## config.mk

```make
export PLATFORM = sky130hd
export DESIGN_NAME = idcs_sequencer_flat
export DESIGN_NICKNAME = d
export VERILOG_FILES = /design/src/rtl/idcs_pkg.sv /design/src/rtl/idcs_link_if.sv /design/src/rtl/idcs_sequencer.sv /design/src/flat_wrapper.sv
export SDC_FILE = /design/constraint.sdc
export NUM_CORES = 1
export LEC_CHECK = 0
export ABC_AREA = 1
export BUFFER_PORTS_ARGS = -buffer_cell sky130_fd_sc_hd__buf_2
export CORE_MARGIN = 5
export CORE_UTILIZATION = 53
export CTS_BUF_LIST = sky130_fd_sc_hd__clkbuf_4
export DETAILED_ROUTE_END_ITERATION = 16
export HOLD_SLACK_MARGIN = 0.03
export PLACE_DENSITY = 0.78
export SLEW_MARGIN = 10
export SYNTH_ARGS = -nofsm -noshare
export SYNTH_HDL_FRONTEND = slang
export SYNTH_SLANG_ARGS = --single-unit
```

## constraint.sdc

```tcl
create_clock -name i_sys_clk -period 1.7 [get_ports i_sys_clk]
set_input_delay 0.17 -clock i_sys_clk [delete_from_list [all_inputs] [get_ports i_sys_clk]]
set_output_delay 0.17 -clock i_sys_clk [all_outputs]
set_load 0.01 [all_outputs]
```

## src/rtl/idcs_pkg.sv

```systemverilog
// Package for the interrupt acknowledge sequencer and the external chain peripheral.
// Assumes one system clock shared by both ends.
package idcs_pkg;
  localparam int unsigned CLK_PERIOD_PS   = 5000;
  // Wait counts of the processor acknowledge cycle
  localparam logic [2:0]  AUTO_WAITS      = 3'h2;
  localparam logic [2:0]  ADDED_WAITS     = 3'h3;
  localparam logic [2:0]  TOTAL_WAITS     = AUTO_WAITS + ADDED_WAITS;
  // Wait index (1 based) on whose rise the read and counter strobes start
  localparam logic [2:0]  STROBE_WAIT     = 3'h4;
  // Chain pass-through limit of the outside peripheral, in clocks
  localparam logic [2:0]  CHAIN_PASS_MAX  = 3'h2;
  // Least recovery between serial controller accesses, in clocks
  localparam logic [2:0]  RECOVERY_CLKS   = 3'h4;

  typedef enum logic [2:0] {
    IDCS_IDLE  = 3'b000,
    IDCS_FIRST  = 3'b001,
    IDCS_SECOND = 3'b010,
    IDCS_WAIT   = 3'b011,
    IDCS_LAST   = 3'b100
  } idcs_state_t;
endpackage : idcs_pkg

```

## src/rtl/idcs_link_if.sv

```systemverilog
// Interface joining the on-chip sequencer and an outside chain peripheral.
// Assumes both ends run on the same system clock.
`timescale 1ns/1ps
interface idcs_link_if;
  logic opcode_fetch_strobe_n;
  logic io_request_strobe_n;
  logic chain_enable_in;
  logic chain_enable_out;
  logic vector_oe;
  logic [7:0] vector_out;

  modport dev (
    output opcode_fetch_strobe_n,
    output io_request_strobe_n,
    output chain_enable_in,
    input  chain_enable_out,
    input  vector_oe,
    input  vector_out
  );
  modport per (
    input  opcode_fetch_strobe_n,
    input  io_request_strobe_n,
    input  chain_enable_in,
    output chain_enable_out,
    output vector_oe,
    output vector_out
  );
endinterface : idcs_link_if

```

## src/rtl/idcs_sequencer.sv

```systemverilog
// Acknowledge cycle sequencer: stretches the processor acknowledge cycle and
// times the internal strobes of the serial controller and counter-timer.
// Assumes the outside peripheral sits above the on-chip ones in the chain.
// Overview of operation
// RULE_01: Outside chain peripherals sit at higher priority.
// RULE_02: Outside peripheral passes enable within two clocks.
// RULE_03: Acknowledge gets three added waits, five total.
// RULE_04: Serial ack strobe starts at first state fall.
// RULE_05: Serial read strobe starts on fourth wait rise.
// RULE_06: Counter request starts with serial read strobe.
// RULE_07: Outside request starts at first auto-wait fall.
// RULE_08: Outside peripheral settles within two clocks.
// RULE_09: Lower-priority outside peripheral needs delayed request.
// RULE_10: Master leaves four clocks between serial accesses.
// RULE_11: Hold acknowledge in wait until waits expire.
`timescale 1ns/1ps
module idcs_sequencer (
  // Clock, reset, enable
  input  wire logic  i_sys_clk,
  input  wire logic  i_rstn,
  input  wire logic  i_clk_en,
  // Processor side
  input  wire logic  i_serial_ack_strobe_req,
  input  wire logic  i_chain_top,
  output logic       o_cpu_wait,
  output logic       o_cpu_done,
  output logic [7:0] o_vector,
  output logic       o_vector_valid,
  // On-chip peripherals
  output logic       o_serial_ack_strobe_n,
  output logic       o_serial_read_strobe_n,
  output logic       o_ctr_io_request_strobe_n,
  // Chain link
  idcs_link_if.dev   link
);
  // All posedge state lives in one packed word; the two strobes that are due
  // on a falling edge are copied into a second, negedge phase so that every
  // output except the chain enable still leaves a flop.
  typedef struct packed {
    idcs_pkg::idcs_state_t st;
    logic [2:0]            wcnt;
    logic                  fetch_n;
    logic                  ioreq_n;
    logic                  sack_n;
    logic                  srd_n;
    logic                  ctr_n;
    logic                  wait_o;
    logic                  done;
    logic [7:0]            vec;
    logic                  vvld;
  } idcs_seq_t;

  // Registered state and its next value
  idcs_seq_t s_q;
  idcs_seq_t s_d;

  // Falling-edge phase register: strobes due on a fall are taken from here
  logic fall_sack_q;
  logic fall_io_q;

  // Wait indices run 1 up to the total. A strobe that must be low in a given
  // wait is loaded on the rise that opens it, so the match is one index early.
  function automatic logic idcs_strobe_due(input logic [2:0] wcnt);
    logic [2:0] due;
    due = idcs_pkg::STROBE_WAIT - 3'h1;
    return (wcnt == due);
  endfunction : idcs_strobe_due

  // True in the last wait of the stretched cycle
  function automatic logic idcs_last_wait(input logic [2:0] wcnt);
    return (wcnt == idcs_pkg::TOTAL_WAITS);
  endfunction : idcs_last_wait

  // Advance the wait index; the last-wait test stops it before it can wrap
  function automatic logic [2:0] idcs_next_wait(input logic [2:0] wcnt);
    logic [3:0] sum;
    sum = {1'b0, wcnt} + 4'h1;
    return sum[2:0];
  endfunction : idcs_next_wait

  // Return every strobe of the cycle to its idle (high) level
  function automatic idcs_seq_t idcs_release(input idcs_seq_t s);
    idcs_seq_t r;
    r         = s;
    r.fetch_n = 1'b1;
    r.ioreq_n = 1'b1;
    r.sack_n  = 1'b1;
    r.srd_n   = 1'b1;
    r.ctr_n   = 1'b1;
    return r;
  endfunction : idcs_release

  // Half a clock of delay, no decoding: the fall phase only copies levels
  always_ff @(negedge i_sys_clk or negedge i_rstn) begin
    if (!i_rstn) begin
      fall_sack_q <= 1'b1;
      fall_io_q   <= 1'b1;
    end else if (i_clk_en) begin
      fall_sack_q <= s_q.sack_n;
      fall_io_q   <= s_q.ioreq_n;
    end
  end

  // One pass through the stretched cycle: first state, second state, the
  // waits, the last state, then idle again. Every strobe is released in one
  // place so that no strobe can outlive the cycle.
  always_comb begin
    s_d      = s_q;
    s_d.done = 1'b0;
    s_d.vvld = 1'b0;
    unique case (s_q.st)
      idcs_pkg::IDCS_IDLE: begin
        // Requests are only looked at here; one made while busy is dropped
        if (i_serial_ack_strobe_req) begin
          s_d.st      = idcs_pkg::IDCS_FIRST;
          s_d.fetch_n = 1'b0;
          s_d.sack_n  = 1'b0; // RULE_04
          s_d.wait_o  = 1'b1; // RULE_11
        end
      end

      idcs_pkg::IDCS_FIRST: begin
        // The ack strobe shows at the fall inside this state
        s_d.st = idcs_pkg::IDCS_SECOND;
      end

      idcs_pkg::IDCS_SECOND: begin
        // The outside request is loaded here and shows at the next fall,
        // which is the fall of the first automatic wait
        s_d.st      = idcs_pkg::IDCS_WAIT;
        s_d.wcnt    = 3'h1;
        s_d.ioreq_n = 1'b0; // RULE_07
      end

      idcs_pkg::IDCS_WAIT: begin
        // Read and counter strobes start together so both settle times end at once
        if (idcs_strobe_due(s_q.wcnt)) begin
          s_d.srd_n = 1'b0; // RULE_05
          s_d.ctr_n = 1'b0; // RULE_06
        end
        // Wait stays high through the last wait and drops on leaving it
        if (idcs_last_wait(s_q.wcnt)) begin // RULE_03
          s_d.st     = idcs_pkg::IDCS_LAST;
          s_d.wait_o = 1'b0; // RULE_11
        end else begin
          s_d.wcnt = idcs_next_wait(s_q.wcnt); // RULE_03
        end
      end

      idcs_pkg::IDCS_LAST: begin
        s_d      = idcs_release(s_q);
        s_d.st   = idcs_pkg::IDCS_IDLE;
        s_d.wcnt = 3'h0;
        s_d.done = 1'b1;
        // The vector is taken only from an outside peripheral that drives it
        // and keeps the chain closed below itself; the on-chip units answer
        // through their own path, which this block does not carry.
        if (link.vector_oe && !link.chain_enable_out) begin // RULE_01
          s_d.vec  = link.vector_out;
          s_d.vvld = 1'b1;
        end else begin
          s_d.vec  = 8'h00;
          s_d.vvld = 1'b0;
        end
      end

      default: begin
        // Codes outside the enum: back to idle with all strobes released
        s_d        = idcs_release(s_q);
        s_d.st     = idcs_pkg::IDCS_IDLE;
        s_d.wcnt   = 3'h0;
        s_d.wait_o = 1'b0;
      end
    endcase
  end

  // Clock enable low freezes every field; a cycle in progress resumes where
  // it stopped, so the processor sees a longer but otherwise intact cycle.
  always_ff @(posedge i_sys_clk or negedge i_rstn) begin
    if (!i_rstn) begin
      s_q.st      <= idcs_pkg::IDCS_IDLE;
      s_q.wcnt    <= 3'h0;
      s_q.fetch_n <= 1'b1;
      s_q.ioreq_n <= 1'b1;
      s_q.sack_n  <= 1'b1;
      s_q.srd_n   <= 1'b1;
      s_q.ctr_n   <= 1'b1;
      s_q.wait_o  <= 1'b0;
      s_q.done    <= 1'b0;
      s_q.vec     <= 8'h00;
      s_q.vvld    <= 1'b0;
    end else if (i_clk_en) begin
      s_q <= s_d;
    end
  end

  // Outputs come straight from the two register phases; the chain enable
  // fed to the top of the chain is a plain pass of the input level.
  assign o_cpu_wait                = s_q.wait_o;
  assign o_cpu_done                = s_q.done;
  assign o_vector                  = s_q.vec;
  assign o_vector_valid            = s_q.vvld;
  assign o_serial_ack_strobe_n     = fall_sack_q;
  assign o_serial_read_strobe_n    = s_q.srd_n;
  assign o_ctr_io_request_strobe_n = s_q.ctr_n;
  assign link.opcode_fetch_strobe_n = s_q.fetch_n;
  assign link.io_request_strobe_n   = fall_io_q;
  assign link.chain_enable_in       = i_chain_top;
endmodule : idcs_sequencer

```

## src/flat_wrapper.sv

```systemverilog
// flat-port wrapper written by rule: the top's interface ports become plain ports
module idcs_sequencer_flat 
  (i_sys_clk, i_rstn, i_clk_en, i_serial_ack_strobe_req, i_chain_top, o_cpu_wait, o_cpu_done, o_vector, o_vector_valid, o_serial_ack_strobe_n, o_serial_read_strobe_n, o_ctr_io_request_strobe_n, link_opcode_fetch_strobe_n, link_io_request_strobe_n, link_chain_enable_in, link_chain_enable_out, link_vector_oe, link_vector_out);
  idcs_link_if link_i ();
  input  wire logic i_sys_clk;
  input  wire logic i_rstn;
  input  wire logic i_clk_en;
  input  wire logic i_serial_ack_strobe_req;
  input  wire logic i_chain_top;
  output logic o_cpu_wait;
  output logic o_cpu_done;
  output logic [7:0] o_vector;
  output logic o_vector_valid;
  output logic o_serial_ack_strobe_n;
  output logic o_serial_read_strobe_n;
  output logic o_ctr_io_request_strobe_n;
  output wire logic [$bits(link_i.opcode_fetch_strobe_n)-1:0] link_opcode_fetch_strobe_n;
  output wire logic [$bits(link_i.io_request_strobe_n)-1:0] link_io_request_strobe_n;
  output wire logic [$bits(link_i.chain_enable_in)-1:0] link_chain_enable_in;
  input wire logic [$bits(link_i.chain_enable_out)-1:0] link_chain_enable_out;
  input wire logic [$bits(link_i.vector_oe)-1:0] link_vector_oe;
  input wire logic [$bits(link_i.vector_out)-1:0] link_vector_out;
  assign link_opcode_fetch_strobe_n = link_i.opcode_fetch_strobe_n;
  assign link_io_request_strobe_n = link_i.io_request_strobe_n;
  assign link_chain_enable_in = link_i.chain_enable_in;
  assign link_i.chain_enable_out = link_chain_enable_out;
  assign link_i.vector_oe = link_vector_oe;
  assign link_i.vector_out = link_vector_out;
  idcs_sequencer u_core (.i_sys_clk(i_sys_clk), .i_rstn(i_rstn), .i_clk_en(i_clk_en), .i_serial_ack_strobe_req(i_serial_ack_strobe_req), .i_chain_top(i_chain_top), .o_cpu_wait(o_cpu_wait), .o_cpu_done(o_cpu_done), .o_vector(o_vector), .o_vector_valid(o_vector_valid), .o_serial_ack_strobe_n(o_serial_ack_strobe_n), .o_serial_read_strobe_n(o_serial_read_strobe_n), .o_ctr_io_request_strobe_n(o_ctr_io_request_strobe_n), .link(link_i));
endmodule
```

==> results.md <==
- Measured on the finished design, the core utilization comes to approximately two thirds.
- The clock tree from TritonCTS is built.
- Max-cap violations in this run came to 0.
- The synthesized design contains 22 register bits.
- The final hold violation count came to 0.
- The clock net sink count is 22.
- Of all flip-flops after synthesis, the portion carrying an async set or reset was 100%.
- A synthesized cell averages 8.85 sq um.
- The number of enable-type register cells in the synthesized netlist is 0.
- The pin count of the biggest net entering global routing is 16.
- Along the worst path, the maximum fanout reaches 2.
- The total nets after synthesis is around 150.
- Per report_power, the combinational group accounts for 29.5% of the total.
- The via count of the first global-routing pass came to between 800 and 900.
- The power spent charging and discharging nets is between 400 and 500 uW.
- By startpoint and endpoint, the worst setup path is classified as reg2out.
- The total leakage power is 0.000752 uW.
- The half-perimeter wire length after detailed placement is ~1.7 mm.
- The initial antenna violation count is 0.
- STA classifies the critical path startpoint as a flop.
- The start of the worst register-to-register path is u_core.link.opcode_fetch_strobe_n.
- Once placement completed, the tool counted placed cells totaling 176.
- The end of the worst hold path is u_core.o_vector[0].
- At the worst endpoint, the required time is roughly 1.5 ns.
- The synthesized netlist contains 22 unique library cells.
- The floorplan die area is between 0.003 and 0.004 sq mm.
- After clock tree synthesis, the clock-pin slew on the worst setup and hold paths is 0.12 ns.
- The clock latency on the worst-skew pair is between 0.3 and 0.4 ns.
- The per-cell via count in the routed design is approximately 4.8.
- Dividing total power by cell area gives a power density of 1010 mW/mm^2.
- Once routing completed, OpenROAD measured the worst setup slack at -0.307 ns.
- Once the floorplan was initialized, standard cells occupied 57.0% of the core.
- The number of rows in the core area is 16.
- The delay of the slowest cell on the worst path is approximately 0.53 ns.
- The signal on the critical path passes through buf_6.
- The sum of internal, switching and leakage power is 1330 uW.
- Measured along the x axis, the die boundary spans between 50 and 60 microns.
- The number of pins with negative max-slew slack in the final report is 0.
- The chip height is ~56 microns.
- CTS built an H-tree with a depth of 1.
- The register share of total power is between 50% and 60%.
- The cell area after synthesis is 0.00114 sq mm.
- The endpoint of the worst-slack reg-to-reg timing path is u_core.o_serial_ack_strobe_n.
- The leftover overflow at the end of global routing is 0.
- In this run the deepest clock path goes through 2 buffers.
- The antenna diode instance count is 0.
- From synthesis to final layout, the design area changed by 14.7%.
- The placed standard-cell area is roughly 0.0013 sq mm.
- The normalized max-slew margin is between 80% and 90%.
- The startpoint of the lowest-slack hold path is link_vector_out[0].
- The total clock buffers created by CTS is 3.
- In this run, the number of DRC markers left after iteration 0 of detailed routing was 15.
- The clock root buffer is sky130_fd_sc_hd__clkbuf_4.
- Setup violations remaining at the end of the flow were counted as 2.
- The highest-delay cell along the critical path is sky130_fd_sc_hd__dfstp_2.
- The min-delay analysis places its worst path in the category in2reg.
- At the worst endpoint, the arrival time is approximately 1.8 ns.
- After detailed routing, the number of remaining DRC violations is 0.
- In this run the register-to-register setup slack is 0.17 ns.
- The via count is ~870.
- In this run the remaining antenna-violating nets after routing total 0.
- The final total negative setup slack is -0.598 ns.
- Routability-driven placement finished with a final weighted congestion of around 0.80.
- Setup repair after global routing could not meet its margin everywhere.
- The number of cell instances on the worst register-to-register path is 2.
- The layout filler cell count is 176.
- The first detailed-routing pass ran for 4 iterations.
- The final cell count without fillers is between 150 and 200.
- For this run, the leading register cell type out of synthesis is sky130_fd_sc_hd__dfrtp_1.
- The cell count after synthesis came out at between 100 and 150.
- The routed length per instance is roughly 12 microns.
- The number of warnings issued by yosys is 0.
- The floorplan core area is roughly 0.0020 sq mm.
- The sequential fraction of the synthesis area is between 40% and 50%.
- The design internal power is 846 uW.
- The library cell used most frequently in the layout, excluding fill and tap cells, is sky130_fd_sc_hd__nand2_1.
- Together, buffers and inverters on the worst path number 1.
- The count of nets after finishing is approximately 170.
- The family with the most delay on the worst path is flip-flops.
- The cell depth of the worst min-delay path is 3.
- Global routing consumed, over all layers together, ~15% of the routing resources.
- The first-pass GRT wire length is ~3.8 mm.
- Wires add up to between 2 and 2.5 mm.
- The peak supply drop is roughly 0.00065 V.
- Between clock sinks in the finished design, the worst skew comes to just under 0.07 ns.
- Leaving out fill and tap cells, the most frequent cells in the layout are sky130_fd_sc_hd__nand2_1, sky130_fd_sc_hd__buf_2, sky130_fd_sc_hd__dfrtp_1.
- The fraction of power consumed by the clock network is 20.4%.
- The pin slew with the least headroom to its limit is about 0.26 ns.
- The switching fraction of total power is a little over a third.
- The post-route standard cell area excluding fillers is about 0.0013 sq mm.
- The type of destination of the critical path is a primary output.
- The checks that failed: negative setup slack.
- Port buffering added 29 buffers.
- The run finished, with violations left.
- Of the cells placed in the final design, the portion with a size suffix greater than 1 is between 30% and 40%.
- The number of ports placed on the die boundary is 32.
[sequential cells by signal (all words and copies together), names as in the netlist]
signal,flops
u_core.link.io_request_strobe_n,1
u_core.link.opcode_fetch_strobe_n,1
u_core.o_cpu_done,1
u_core.o_cpu_wait,1
u_core.o_ctr_io_request_strobe_n,1
u_core.o_serial_ack_strobe_n,1
u_core.o_vector,8
u_core.o_vector_valid,1
u_core.s_q,7
[metrics by stage]
step | hold slack [ns] | setup WS [ns]
after floorplan | -0.126 | 0.147
after global placement | 0.0118 | 0.0560
after detailed placement | 0.0170 | 0.0469
after CTS | 0.0790 | -0.319
after global routing | 0.0779 | -0.342
final | 0.0849 | -0.307
[synthesized netlist by cell type, types with 3 or more instances]
cell type / number / share of area, %
sky130_fd_sc_hd__nand3_1: 10 / 4.4
sky130_fd_sc_hd__buf_4: 10 / 6.6
sky130_fd_sc_hd__dfrtp_1: 17 / 37
sky130_fd_sc_hd__inv_2: 4 / 1.3
sky130_fd_sc_hd__o21ai_1: 8 / 3.5
sky130_fd_sc_hd__ha_1: 3 / 3.3
sky130_fd_sc_hd__nand2_1: 42 / 14
sky130_fd_sc_hd__dfstp_2: 5 / 12
sky130_fd_sc_hd__inv_1: 9 / 3.0
[timing repair]
action                                  in CTS  in global routing
buffers inserted                             0                  0
resized for setup                            2                  0
endpoints found under the setup margin       2                  2
hold endpoints to repair                    17                  0
hold buffers                                 1                  0
[logic make-up (layout without fill, tap and decap cells)]
logic type	Yosys count	after routing	share of synthesized area, %
flip-flops	22	22	48.8
AND/OR/NAND/NOR	68	68	31.0
adder cells (fa/ha/maj)	3	3	3.29
AO/OA/AOI/OAI	13	13	6.03
buffers and inverters	23	49	10.9
[area by class of cell]
cell class	instances	area [sq um]	share of cell area (%)
clock buffer	4	30.0	2.29
clock inverter	2	7.51	0.574
inverter	12	45.0	3.44
multi-input combinational	84	460	35.2
sequential	22	557	42.5
tap	27	33.8	2.58
timing repair buffer	31	175	13.4
[worst max path at each step]
stage / from / cells after the start / endpoint
finish: u_core.o_serial_ack_strobe_n / 1 / o_serial_ack_strobe_n
global route: u_core.link.io_request_strobe_n / 1 / link_io_request_strobe_n
CTS: u_core.o_serial_ack_strobe_n / 1 / o_serial_ack_strobe_n
detailed placement: u_core.link.io_request_strobe_n / 1 / link_io_request_strobe_n
global placement: u_core.link.io_request_strobe_n / 1 / link_io_request_strobe_n
floorplan: u_core.link.opcode_fetch_strobe_n / 2 / u_core.o_serial_ack_strobe_n
[worst min-delay path, cell delays in order]
cell,delay [ns]
sky130_fd_sc_hd__buf_2,0.07
sky130_fd_sc_hd__nand3_1,0.06
sky130_fd_sc_hd__nand2_1,0.05
[power groups by stage]
| stage | Combinational [uW] | Clock (uW) | Sequential, uW |
|---|---|---|---|
| floorplan | 287 | 11.0 | 668 |
| global placement | 378 | 11.0 | 670 |
| finish | 391 | 270 | 664 |
| CTS | 397 | 281 | 662 |
| global route | 448 | 303 | 674 |
| detailed placement | 388 | 11.0 | 671 |
[metal layers]
layer	track usage (%)	share of wire [%]	vias to the layer above
met1	18.3	44	402
li1	-	-	449
met3	2.75	4.5	2
met4	5.08	0.37	0
met5	0	0	-
met2	25.0	51	14
Note: power is estimated with default switching activity, not from simulation.
